$ cat src/lcr_consts.vh
`ifndef LCR_CONSTS_VH
`define LCR_CONSTS_VH

// Register indices; byte address is four times the index
`define LCR_IDX_FIRST_CTRL 10'h051
`define LCR_IDX_SECOND_VOLT 10'h054
`define LCR_IDX_SECOND_CTRL 10'h055
`define LCR_IDX_THIRD_VOLT 10'h060
`define LCR_IDX_THIRD_CTRL 10'h061
`define LCR_IDX_FOURTH_VOLT 10'h064
`define LCR_IDX_FOURTH_CTRL 10'h065
`define LCR_IDX_IRQ_STATUS 10'h080
`define LCR_IDX_IRQ_CLEAR 10'h081
`define LCR_IDX_IRQ_ENABLE 10'h082

// Control and voltage byte field positions
`define LCR_CTRL_ENABLE 7
`define LCR_CTRL_DISCHARGE 6
`define LCR_CTRL_LOW_IQ 5
`define LCR_CTRL_DELAY_HI 4
`define LCR_CTRL_DELAY_LO 2
`define LCR_CTRL_FAULT_ALLOW 1
`define LCR_CTRL_POWER_OK 0
`define LCR_VOLT_HI 5
`define LCR_VOLT_LO 0

// Reset values
`define LCR_RST_VOLT 6'h00
`define LCR_RST_CTRL 7'h00
`define LCR_RST_IRQ 3'h0

// AXI responses
`define LCR_RESP_OKAY 2'h0
`define LCR_RESP_SLVERR 2'h2

`endif

$ cat src/lcr_ldo_regs.v
`timescale 1ns/1ps
`include "lcr_consts.vh"

module lcr_ldo_regs #(
  parameter ADDR_W = 12,
  parameter CHANS = 3
) (
  // Clock and reset
  input wire ref_clk,
  input wire sys_rst,
  // AXI4-Lite write address
  input wire s_axi_awvalid,
  output wire s_axi_awready,
  input wire [ADDR_W-1:0] s_axi_awaddr,
  input wire [2:0] s_axi_awprot,
  // AXI4-Lite write data
  input wire s_axi_wvalid,
  output wire s_axi_wready,
  input wire [31:0] s_axi_wdata,
  input wire [3:0] s_axi_wstrb,
  // AXI4-Lite write response
  output wire s_axi_bvalid,
  input wire s_axi_bready,
  output wire [1:0] s_axi_bresp,
  // AXI4-Lite read address
  input wire s_axi_arvalid,
  output wire s_axi_arready,
  input wire [ADDR_W-1:0] s_axi_araddr,
  input wire [2:0] s_axi_arprot,
  // AXI4-Lite read data
  output wire s_axi_rvalid,
  input wire s_axi_rready,
  output wire [31:0] s_axi_rdata,
  output wire [1:0] s_axi_rresp,
  // Regulator status from the analog side
  input wire firstPowerOk,
  input wire [CHANS-1:0] powerOk,
  input wire [CHANS-1:0] regFault,
  // Regulator controls, channel 0 is the second LDO
  output wire [CHANS-1:0] ldoEnable,
  output wire [CHANS-1:0] dischargeOn,
  output wire [CHANS-1:0] lowQuiescentMode,
  output wire [3*CHANS-1:0] turnOnDelay,
  output wire [6*CHANS-1:0] voltageCode,
  // Interrupt
  output wire irq
);

  // ****************************************
  // Bus handshake state
  // ****************************************
  reg awHeld_q;
  reg wHeld_q;
  reg bValid_q;
  reg [1:0] bResp_q;
  reg [9:0] wIdx_q;
  reg [7:0] wByte_q;
  reg wLane_q;
  reg rValid_q;
  reg [31:0] rData_q;
  reg [1:0] rResp_q;

  wire awTake = s_axi_awvalid && s_axi_awready;
  wire wTake = s_axi_wvalid && s_axi_wready;
  wire arTake = s_axi_arvalid && s_axi_arready;
  // Write commits once both halves are latched
  wire doWrite = awHeld_q && wHeld_q && !bValid_q;
  wire wrOk = doWrite && wLane_q;

  assign s_axi_awready = !awHeld_q && !bValid_q;
  assign s_axi_wready = !wHeld_q && !bValid_q;
  assign s_axi_bvalid = bValid_q;
  assign s_axi_bresp = bResp_q;
  assign s_axi_arready = !rValid_q;
  assign s_axi_rvalid = rValid_q;
  assign s_axi_rdata = rData_q;
  assign s_axi_rresp = rResp_q;

  // ****************************************
  // Register map helpers
  // ****************************************
  // Channel 0 is the second regulator
  function [9:0] voltIndex;
    input integer chan;
    begin
      case (chan)
        0: voltIndex = `LCR_IDX_SECOND_VOLT;
        1: voltIndex = `LCR_IDX_THIRD_VOLT;
        default: voltIndex = `LCR_IDX_FOURTH_VOLT;
      endcase
    end
  endfunction

  function [9:0] ctrlIndex;
    input integer chan;
    begin
      case (chan)
        0: ctrlIndex = `LCR_IDX_SECOND_CTRL;
        1: ctrlIndex = `LCR_IDX_THIRD_CTRL;
        default: ctrlIndex = `LCR_IDX_FOURTH_CTRL;
      endcase
    end
  endfunction

  // Unmapped indices answer with an error response
  function isMapped;
    input [9:0] idx;
    begin
      case (idx)
        `LCR_IDX_FIRST_CTRL, `LCR_IDX_SECOND_VOLT, `LCR_IDX_SECOND_CTRL,
        `LCR_IDX_THIRD_VOLT, `LCR_IDX_THIRD_CTRL, `LCR_IDX_FOURTH_VOLT,
        `LCR_IDX_FOURTH_CTRL, `LCR_IDX_IRQ_STATUS, `LCR_IDX_IRQ_CLEAR,
        `LCR_IDX_IRQ_ENABLE: isMapped = 1'b1;
        default: isMapped = 1'b0;
      endcase
    end
  endfunction

  // ****************************************
  // Channel registers
  // ****************************************
  reg [2:0] irqStatus_q;
  reg [2:0] irqEnable_q;
  wire [6*CHANS-1:0] voltFlat;
  wire [7*CHANS-1:0] ctrlFlat;
  wire [CHANS-1:0] faultEvent;

  genvar i;
  generate
    for (i = 0; i < CHANS; i = i + 1) begin : gChan
      localparam [9:0] VIDX = voltIndex(i);
      localparam [9:0] CIDX = ctrlIndex(i);
      reg [5:0] volt_q;
      // Bits 7:1 of the control byte; bit 0 is live status
      reg [6:0] ctrl_q;
      always @(posedge ref_clk or posedge sys_rst) begin
        if (sys_rst) begin
          volt_q <= `LCR_RST_VOLT;
        end else if (wrOk && wIdx_q == VIDX) begin
          volt_q <= wByte_q[`LCR_VOLT_HI:`LCR_VOLT_LO];
        end
      end

      // Power-OK bit is never stored, so writes cannot touch it
      always @(posedge ref_clk or posedge sys_rst) begin
        if (sys_rst) begin
          ctrl_q <= `LCR_RST_CTRL;
        end else if (wrOk && wIdx_q == CIDX) begin
          ctrl_q <= wByte_q[7:1];
        end
      end

      assign voltFlat[6*i+5:6*i] = volt_q;
      assign ctrlFlat[7*i+6:7*i] = ctrl_q;
      assign voltageCode[6*i+5:6*i] = volt_q;
      assign ldoEnable[i] = ctrl_q[`LCR_CTRL_ENABLE-1];
      // Discharge only while the regulator is shut down
      assign dischargeOn[i] = ctrl_q[`LCR_CTRL_DISCHARGE-1] &&
        !ctrl_q[`LCR_CTRL_ENABLE-1];
      assign lowQuiescentMode[i] = ctrl_q[`LCR_CTRL_LOW_IQ-1];
      assign turnOnDelay[3*i+2:3*i] =
        ctrl_q[`LCR_CTRL_DELAY_HI-1:`LCR_CTRL_DELAY_LO-1];
      assign faultEvent[i] = regFault[i] &&
        ctrl_q[`LCR_CTRL_FAULT_ALLOW-1];
    end
  endgenerate

  // ****************************************
  // Interrupt status
  // ****************************************
  wire wrIrqClear = wrOk && (wIdx_q == `LCR_IDX_IRQ_CLEAR);
  wire wrIrqEnable = wrOk && (wIdx_q == `LCR_IDX_IRQ_ENABLE);

  wire [2:0] clrBits = wrIrqClear ? wByte_q[2:0] : 3'h0;
  // A fault in the clearing cycle stays latched
  wire [2:0] irqStatus_d = (irqStatus_q & ~clrBits) | faultEvent;

  always @(posedge ref_clk or posedge sys_rst) begin
    if (sys_rst) begin
      irqStatus_q <= `LCR_RST_IRQ;
      irqEnable_q <= `LCR_RST_IRQ;
    end else begin
      irqStatus_q <= irqStatus_d;
      if (wrIrqEnable) begin
        irqEnable_q <= wByte_q[2:0];
      end
    end
  end

  wire [2:0] irqPending = irqStatus_q & irqEnable_q;

  assign irq = |irqPending;

  // ****************************************
  // Write path
  // ****************************************
  wire wMapped = isMapped(wIdx_q);

  // Address half; a held half refuses the next until its write response is taken
  always @(posedge ref_clk or posedge sys_rst) begin
    if (sys_rst) begin
      awHeld_q <= 1'b0;
      wIdx_q <= 10'h000;
    end else if (awTake) begin
      awHeld_q <= 1'b1;
      wIdx_q <= s_axi_awaddr[11:2];
    end else if (doWrite) begin
      awHeld_q <= 1'b0;
    end
  end

  // Data half
  always @(posedge ref_clk or posedge sys_rst) begin
    if (sys_rst) begin
      wHeld_q <= 1'b0;
      wByte_q <= 8'h00;
      wLane_q <= 1'b0;
    end else if (wTake) begin
      wHeld_q <= 1'b1;
      wByte_q <= s_axi_wdata[7:0];
      // Only byte lane 0 carries register data
      wLane_q <= s_axi_wstrb[0];
    end else if (doWrite) begin
      wHeld_q <= 1'b0;
    end
  end

  // Response
  always @(posedge ref_clk or posedge sys_rst) begin
    if (sys_rst) begin
      bValid_q <= 1'b0;
      bResp_q <= `LCR_RESP_OKAY;
    end else if (doWrite) begin
      bValid_q <= 1'b1;
      bResp_q <= wMapped ? `LCR_RESP_OKAY : `LCR_RESP_SLVERR;
    end else if (bValid_q && s_axi_bready) begin
      bValid_q <= 1'b0;
    end
  end

  // ****************************************
  // Read path
  // ****************************************
  // Read views; reserved bits read as zero
  wire [7:0] firstCtrlRd = {7'h00, firstPowerOk};
  wire [7:0] secondVoltRd = {2'h0, voltFlat[5:0]};
  wire [7:0] secondCtrlRd = {ctrlFlat[6:0], powerOk[0]};
  wire [7:0] thirdVoltRd = {2'h0, voltFlat[11:6]};
  wire [7:0] thirdCtrlRd = {ctrlFlat[13:7], powerOk[1]};
  wire [7:0] fourthVoltRd = {2'h0, voltFlat[17:12]};
  wire [7:0] fourthCtrlRd = {ctrlFlat[20:14], powerOk[2]};
  wire [7:0] statusRd = {5'h00, irqStatus_q};
  wire [7:0] enableRd = {5'h00, irqEnable_q};

  reg [7:0] rByte;
  reg rMapped;
  always @* begin
    rByte = 8'h00;
    rMapped = 1'b1;
    case (s_axi_araddr[11:2])
      `LCR_IDX_FIRST_CTRL: rByte = firstCtrlRd;
      `LCR_IDX_SECOND_VOLT: rByte = secondVoltRd;
      `LCR_IDX_SECOND_CTRL: rByte = secondCtrlRd;
      `LCR_IDX_THIRD_VOLT: rByte = thirdVoltRd;
      `LCR_IDX_THIRD_CTRL: rByte = thirdCtrlRd;
      `LCR_IDX_FOURTH_VOLT: rByte = fourthVoltRd;
      `LCR_IDX_FOURTH_CTRL: rByte = fourthCtrlRd;
      `LCR_IDX_IRQ_STATUS: rByte = statusRd;
      `LCR_IDX_IRQ_CLEAR: rByte = 8'h00;
      `LCR_IDX_IRQ_ENABLE: rByte = enableRd;
      default: rMapped = 1'b0;
    endcase
  end

  // Read valid; one read outstanding at a time
  always @(posedge ref_clk or posedge sys_rst) begin
    if (sys_rst) begin
      rValid_q <= 1'b0;
    end else if (arTake) begin
      rValid_q <= 1'b1;
    end else if (rValid_q && s_axi_rready) begin
      rValid_q <= 1'b0;
    end
  end

  // Data is frozen at the address edge and stands until taken
  always @(posedge ref_clk or posedge sys_rst) begin
    if (sys_rst) begin
      rData_q <= 32'h00000000;
      rResp_q <= `LCR_RESP_OKAY;
    end else if (arTake) begin
      rData_q <= {24'h000000, rByte};
      rResp_q <= rMapped ? `LCR_RESP_OKAY : `LCR_RESP_SLVERR;
    end
  end

endmodule // lcr_ldo_regs

$ cat config.mk
export PLATFORM = sky130hd
export DESIGN_NAME = lcr_ldo_regs
export DESIGN_NICKNAME = d
export VERILOG_FILES = /design/src/lcr_ldo_regs.v
export VERILOG_INCLUDE_DIRS = /design/src
export SDC_FILE = /design/constraint.sdc
export NUM_CORES = 1
export LEC_CHECK = 0
export BUFFER_PORTS_ARGS = -buffer_cell sky130_fd_sc_hd__buf_4
export CAP_MARGIN = 20
export CORE_MARGIN = 2
export CORE_UTILIZATION = 40
export DETAILED_ROUTE_END_ITERATION = 12
export PLACE_DENSITY = 0.7
export SLEW_MARGIN = 20
export SYNTH_ARGS = -nofsm -noshare
export SYNTH_HDL_FRONTEND = slang
export SYNTH_SLANG_ARGS = --single-unit
$ cat constraint.sdc
create_clock -name ref_clk -period 2.57 [get_ports ref_clk]
set_input_delay 0.257 -clock ref_clk [delete_from_list [all_inputs] [get_ports ref_clk]]
set_output_delay 0.257 -clock ref_clk [all_outputs]
set_load 0.02 [all_outputs]
==> results_dict.tcl, run 1 <==
set metrics [dict create \
    hp-class "in2async" \
    ctsResizeCount 0 \
    routedWlPerCell_um 16.7 \
    place_area_mm2 0.00478 \
    routed_via_density 5.17 \
    startpoint_type "flip-flop" \
    synth-edff-count 0 \
    fp.dieH_um 106 \
    clock_skew_ns 0.00987 \
    design.die.area_mm2 0.0112 \
    clock_sinks 78 \
    clk_latency_ns 0.35 \
    antenna_cells 0 \
    grtUsageTotal_pct 17.2 \
    grt_pass1_wl_mm 15.0 \
    dp_hpwl_mm 6.88 \
    syn2layout_area_growth_pct 20.6 \
    final_antenna_net_count 0 \
    path_class "reg2reg" \
    layout.area.seq_mm2 0.00195 \
    worstPathRequired_ns 2.81 \
    core_area_mm2 0.0102 \
    drc 0 \
    slew_headroom_pct 48.0 \
    ys_warn_count 0 \
    dr.pass1.iters 4 \
    final-hold-violation-count 0 \
    overflow 0 \
    cts_tree "built" \
    drive_gt1_share_pct 45.1 \
    grt_pass1_vias 2837 \
    gp_congestion 0.840 \
    crit_fanout 7 \
    antenna_found_initial 0 \
    postCtsHoldBufs 0 \
    postSynth.asyncResetShare_pct 100 \
    fp.dieW_um 106 \
    start_util_pct 40.7 \
    synth_ff_type "dfrtp_1" \
    grt_max_degree 79 \
    synth_seq_cells 78 \
    cts_setup_buffers 0 \
    ir_worst_vdd_v 0.000503 \
    cap_violations 0 \
    min_period_ns 2.17 \
    drt_iter0_markers 195 \
    fin_ws_ns 0.405 \
    slew_violations 0 \
    path_clk_slew_ns 0.08 \
    fillers 942 \
    fmax_mhz 462 \
    portBuffers 94 \
    arrival_ns 2.40 \
    status "completed" \
    cp-end-kind "flip-flop" \
    netlist_area_mm2 0.00415 \
    ys_types 57 \
    num_vias 2915 \
    tightest_slew_ns 0.769 \
    io-pin-count 158 \
    power_mw 3.74 \
    cts_root_buf "clkbuf_8" \
    fin_tns_setup_ns 0 \
    post-place-ws_ns 0.493 \
    power_density_mw_per_mm2 748 \
    ys_seq_area_share_pct 47.1 \
    syn_avg_cell_area_um2 12.1 \
    fin_cells 564 \
    setup_viol 0 \
    finalCritPeriodShare_pct 84.3 \
    rsz0062_at_grt "false" \
    cts_buffers 9 \
    layout.nets 503 \
    h-tree-depth 3 \
    multi_input_area_mm2 0.00187 \
    core.rowCount 37 \
    final_design_area_no_fill_mm2 0.00500 \
    leakage_nw 2.43 \
    dp.cells 548 \
    syn_inst 343 \
    drt-total-wl_mm 9.42 \
    cts_buffer_depth 2 \
]
[worst paths after layout]
check                                           start                              to  slack [ns]  depth (start not counted)
max                             wIdx_q[7]$_DFFE_PP0P_  gChan[1].ctrl_q[4]$_DFFE_PP0P_        0.40                          4
min                                           sys_rst  gChan[2].volt_q[5]$_DFFE_PP0P_       0.004                          3
max reg2reg                     wIdx_q[7]$_DFFE_PP0P_  gChan[1].ctrl_q[4]$_DFFE_PP0P_        0.40                          4
min reg2reg                s_axi_rdata[7]$_DFFE_PP0P_      s_axi_rdata[7]$_DFFE_PP0P_        0.50                          1
max in group asynchronous                     sys_rst  gChan[0].volt_q[1]$_DFFE_PP0P_        2.24                          3
min in group ref_clk                     s_axi_bready        s_axi_bvalid$_DFFE_PP0P_        0.08                          2
[Yosys cell counts (3+ instances only)]
cell type | instances | area (µm²)
o211ai_1 | 3 | 22.5
nand3_1 | 10 | 50.1
buf_6 | 3 | 33.8
o21ai_0 | 5 | 25.0
clkbuf_1 | 6 | 22.5
and3b_1 | 5 | 43.8
inv_1 | 5 | 18.8
a22o_1 | 3 | 26.3
a31oi_1 | 4 | 25.0
a21oi_1 | 4 | 20.0
mux2i_1 | 10 | 100
buf_2 | 6 | 30.0
mux2_4 | 14 | 210
nor2_1 | 15 | 56.3
dfrtp_1 | 78 | 1950
nor2b_1 | 7 | 43.8
o22a_1 | 4 | 35.0
mux2_2 | 50 | 563
buf_4 | 41 | 308
nand4b_1 | 3 | 26.3
and3_1 | 5 | 31.3
or2_2 | 3 | 18.8
nor3b_1 | 4 | 30.0
nand2_1 | 6 | 22.5
nand4_1 | 7 | 43.8
[kinds of logic after synthesis]
group,count (synthesis),share of synthesized area (%)
and+or+nand+nor,88,13.9
AOI/OAI and AO/OA,37,6.52
buffers and inverters,62,10.0
xor gates and xnor gates,1,0.211
muxes,76,22.1
other,1,0.0904
DFF,78,47.1
[cell type report]
class                      count  area share (%)
clock inverter                 5            1.30
sequential                    78            39.0
inverter                       5           0.375
clock buffer                  11            3.03
timing repair buffer         101            15.4
tap                          136            3.40
multi-input combinational    228            37.4
[state kept, by name, summed over array words and instances (netlist names), 3 cells and up]
name and cells:
gChan.ctrl_q 21, wByte_q 8, irqEnable_q 3, gChan.volt_q 18
irqStatus_q 3, s_axi_rdata 8, wIdx_q 10
[routing by layer]
metal  up-vias  GRT usage [%]  wire (µm)  part of all wire, %
li1       1339              -          -                    -
met2       123           28.2       4550                   48
met4         0           3.48         83                 0.88
met1      1445           22.3       4100                   44
met5         -              0          0                    0
met3         8           5.57        680                  7.2
[worst max-delay path: stages (launching register included)]
cell,delay (ns)
dfrtp_1,0.41
nand2b_1,0.16
nor3b_1,0.44
and4b_1,0.64
mux2_2,0.39
[layout by cell type (no fill, tap or decap), drive strengths merged, types with 4 or more instances in the layout]
cell type and instances:
a21oi 4, a31oi 4, and3 5, and3b 5, buf 101, clkbuf 11
conb 26, dfrtp 78, inv 7, mux2 64, mux2i 10, nand2 6
nand3 12, nand4 7, nor2 15, nor2b 7, nor3b 5, nor4b 4
o21ai 5, o22a 4, or2 4
[where the power goes]
part | internal (mW) | leakage, nW | switching, mW
Combinational | 0.504 | 1.30 | 0.472
Clock | 0.512 | 0.111 | 0.471
Sequential | 1.48 | 1.02 | 0.303
[per-stage QoR]
step	hold slack [ns]	utilization [%]
2_1_floorplan	0.353	-
3_3_place_gp	0.392	47.0
3_5_place_dp	0.393	47.0
4_1_cts	0.00817	49.1
5_1_grt	0.0233	49.1
6_report	0.00432	49.1
Power figures use the tool's default switching activity.
==> run 2, diff against run 1 <==
--- a/config.mk
+++ b/config.mk
@@ -11,7 +11,7 @@
 export CORE_MARGIN = 2
 export CORE_UTILIZATION = 40
 export DETAILED_ROUTE_END_ITERATION = 12
-export PLACE_DENSITY = 0.7
+export PLACE_DENSITY = 0.73
 export SLEW_MARGIN = 20
 export SYNTH_ARGS = -nofsm -noshare
 export SYNTH_HDL_FRONTEND = slang
==> constraint.sdc (replaced) <==
create_clock -name ref_clk -period 1.8 [get_ports ref_clk]
set_input_delay 0.18 -clock ref_clk [delete_from_list [all_inputs] [get_ports ref_clk]]
set_output_delay 0.18 -clock ref_clk [all_outputs]
set_load 0.02 [all_outputs]
==> results_dict.tcl, run 2 (synthesis gave the netlist of run 1 again) <==
set metrics [dict create \
    dp_hpwl_mm 7.31 \
    clk_latency_ns 0.36 \
    cts_buffer_depth 2 \
    drt_iter0_markers 100 \
    grt_max_degree 41 \
    leakage_nw 2.57 \
    clock_skew_ns 0.0155 \
    drc 0 \
    antenna_cells 0 \
    final_cell_mix "buf_4 (117), dfrtp_1 (78), mux2_2 (50)" \
    cts_buffers 9 \
    clock_sinks 78 \
    largestRegisters "gChan.ctrl_q x21, gChan.volt_q x18, wIdx_q x10" \
    fillers 925 \
    layout.nets 526 \
    grtUsageTotal_pct 18.4 \
    rsz0062_at_grt "true" \
    dr.pass1.iters 4 \
    final_design_area_no_fill_mm2 0.00531 \
    fp.dieW_um 106 \
    switchingPower_mw 1.84 \
    finalCritPeriodShare_pct 103 \
    arrival_ns 2.08 \
    ir_worst_vdd_v 0.000794 \
    drt-total-wl_mm 10.0 \
    io-pin-count 158 \
    place_area_mm2 0.00496 \
    layout.area.seq_mm2 0.00195 \
    cts_root_buf "clkbuf_8" \
    power_density_mw_per_mm2 1090 \
    tightest_slew_ns 0.584 \
    start_util_pct 40.7 \
    final_common_cell "buf_4" \
    power.share.sequential_pct 43.4 \
    status "finished with violations" \
    fin_ws_ns -0.0466 \
    final_antenna_net_count 0 \
    slew_violations 0 \
    path_class "reg2reg" \
    clkPwrFrac_pct 28.0 \
    num_vias 3017 \
    final_util_pct 52.1 \
    core_area_mm2 0.0102 \
    final-hold-violation-count 0 \
    h-tree-depth 3 \
    syn2layout_area_growth_pct 27.9 \
    multi_input_area_mm2 0.00191 \
    hp-class "in2reg" \
    post-place-ws_ns -0.0116 \
    startpoint_type "flip-flop" \
    antenna_found_initial 0 \
    portBuffers 94 \
    cap_violations 0 \
    routed_via_density 5.14 \
    crit_fanout 7 \
    cts_tree "built" \
    drive_gt1_share_pct 48.6 \
    routedWlPerCell_um 17.0 \
    slew_headroom_pct 61.0 \
    largest_reg_flops 21 \
    design.die.area_mm2 0.0112 \
    worstPathRequired_ns 2.03 \
    internal_power_mw 3.95 \
    setup_viol 14 \
    largest_register "gChan.ctrl_q" \
    overflow 0 \
    power_frac_comb_pct 28.6 \
    core.rowCount 37 \
    grt_pass1_vias 2940 \
    sw_frac_of_total_pct 31.8 \
    violations "negative setup slack" \
    path_clk_slew_ns 0.08 \
    cp-end-kind "flip-flop" \
    fmax_mhz 542 \
    grt_pass1_wl_mm 15.8 \
    gp_congestion 0.844 \
    min_period_ns 1.85 \
    fp.dieH_um 106 \
]
## run 2: changes by cell type in the layout (fill, tap and decap cells not counted), sizes merged
cell,before,now
bufinv,1,3
clkinvlp,0,2
buf,101,122
dlygate4sd3,0,2
clkinv,2,1
inv,7,4
## run 2: metal layers
| layer | track usage [%] | vias to the layer above | share of wire (%) |
|---|---|---|---|
| li1 | - | 1395 | - |
| met1 | 23.7 | 1485 | 43 |
| met2 | 29.5 | 120 | 48 |
| met3 | 4.95 | 17 | 7.4 |
| met4 | 6.95 | 0 | 2.0 |
| met5 | 0 | - | 0 |
## run 2: path summary, 6_finish.rpt
check,from,to,slack [ns],cells past startpoint
setup / recovery,wIdx_q[9]$_DFFE_PP0P_,gChan[2].ctrl_q[1]$_DFFE_PP0P_,-0.05,5
hold / removal,s_axi_rready,s_axi_rvalid$_DFFE_PP0P_,0.005,2
setup reg to reg,wIdx_q[9]$_DFFE_PP0P_,gChan[2].ctrl_q[1]$_DFFE_PP0P_,-0.05,5
hold reg to reg,s_axi_rresp[1]$_DFFE_PP0P_,s_axi_rresp[1]$_DFFE_PP0P_,0.51,2
max in group asynchronous,sys_rst,s_axi_rdata[1]$_DFFE_PP0P_,0.75,4
min in group asynchronous,sys_rst,wIdx_q[6]$_DFFE_PP0P_,0.43,3
## run 2: critical path: stages, from the launching register on
cell and delay (ns):
dfrtp_1 0.38, or2_4 0.27, nor4b_4 0.37, and3_4 0.27, buf_12 0.14, mux2_4 0.29
## run 2: what timing repair did
action / CTS / global route
hold buffers: 2 / 0
endpoints found under the hold margin: 24 / 0
pin swaps: 0 / 3
resized for setup: 3 / 7
buffers inserted: 0 / 4
endpoints found under the setup margin: 22 / 30
## run 2: cell type report
type	instances	share of cell area [%]
Timing Repair Buffer	124	18.8
Inverter	5	0.425
Sequential cell	78	36.8
Tap cell	136	3.21
Multi-Input combinational cell	228	36.1
Clock inverter	5	2.00
Clock buffer	11	2.67
## run 2: through the flow
step,std cells,setup TNS (ns),power [mW],hold WS (ns)
after floorplan,368,-0.345,3.53,0.276
after global placement,565,0,4.05,0.264
after detailed placement,565,-0.0168,4.12,0.279
after CTS,583,-0.130,5.77,0.00237
after global routing,587,-2.35,6.10,0.0111
final,587,-0.483,5.79,0.00510
## run 2: power by group through the flow
stage	clock [mW]	sequential (mW)	combinational (mW)
floorplan	0	2.51	1.02
global placement	0	2.52	1.53
detailed placement	0	2.54	1.57
CTS	1.64	2.51	1.61
global route	1.72	2.58	1.79
finish	1.62	2.52	1.66
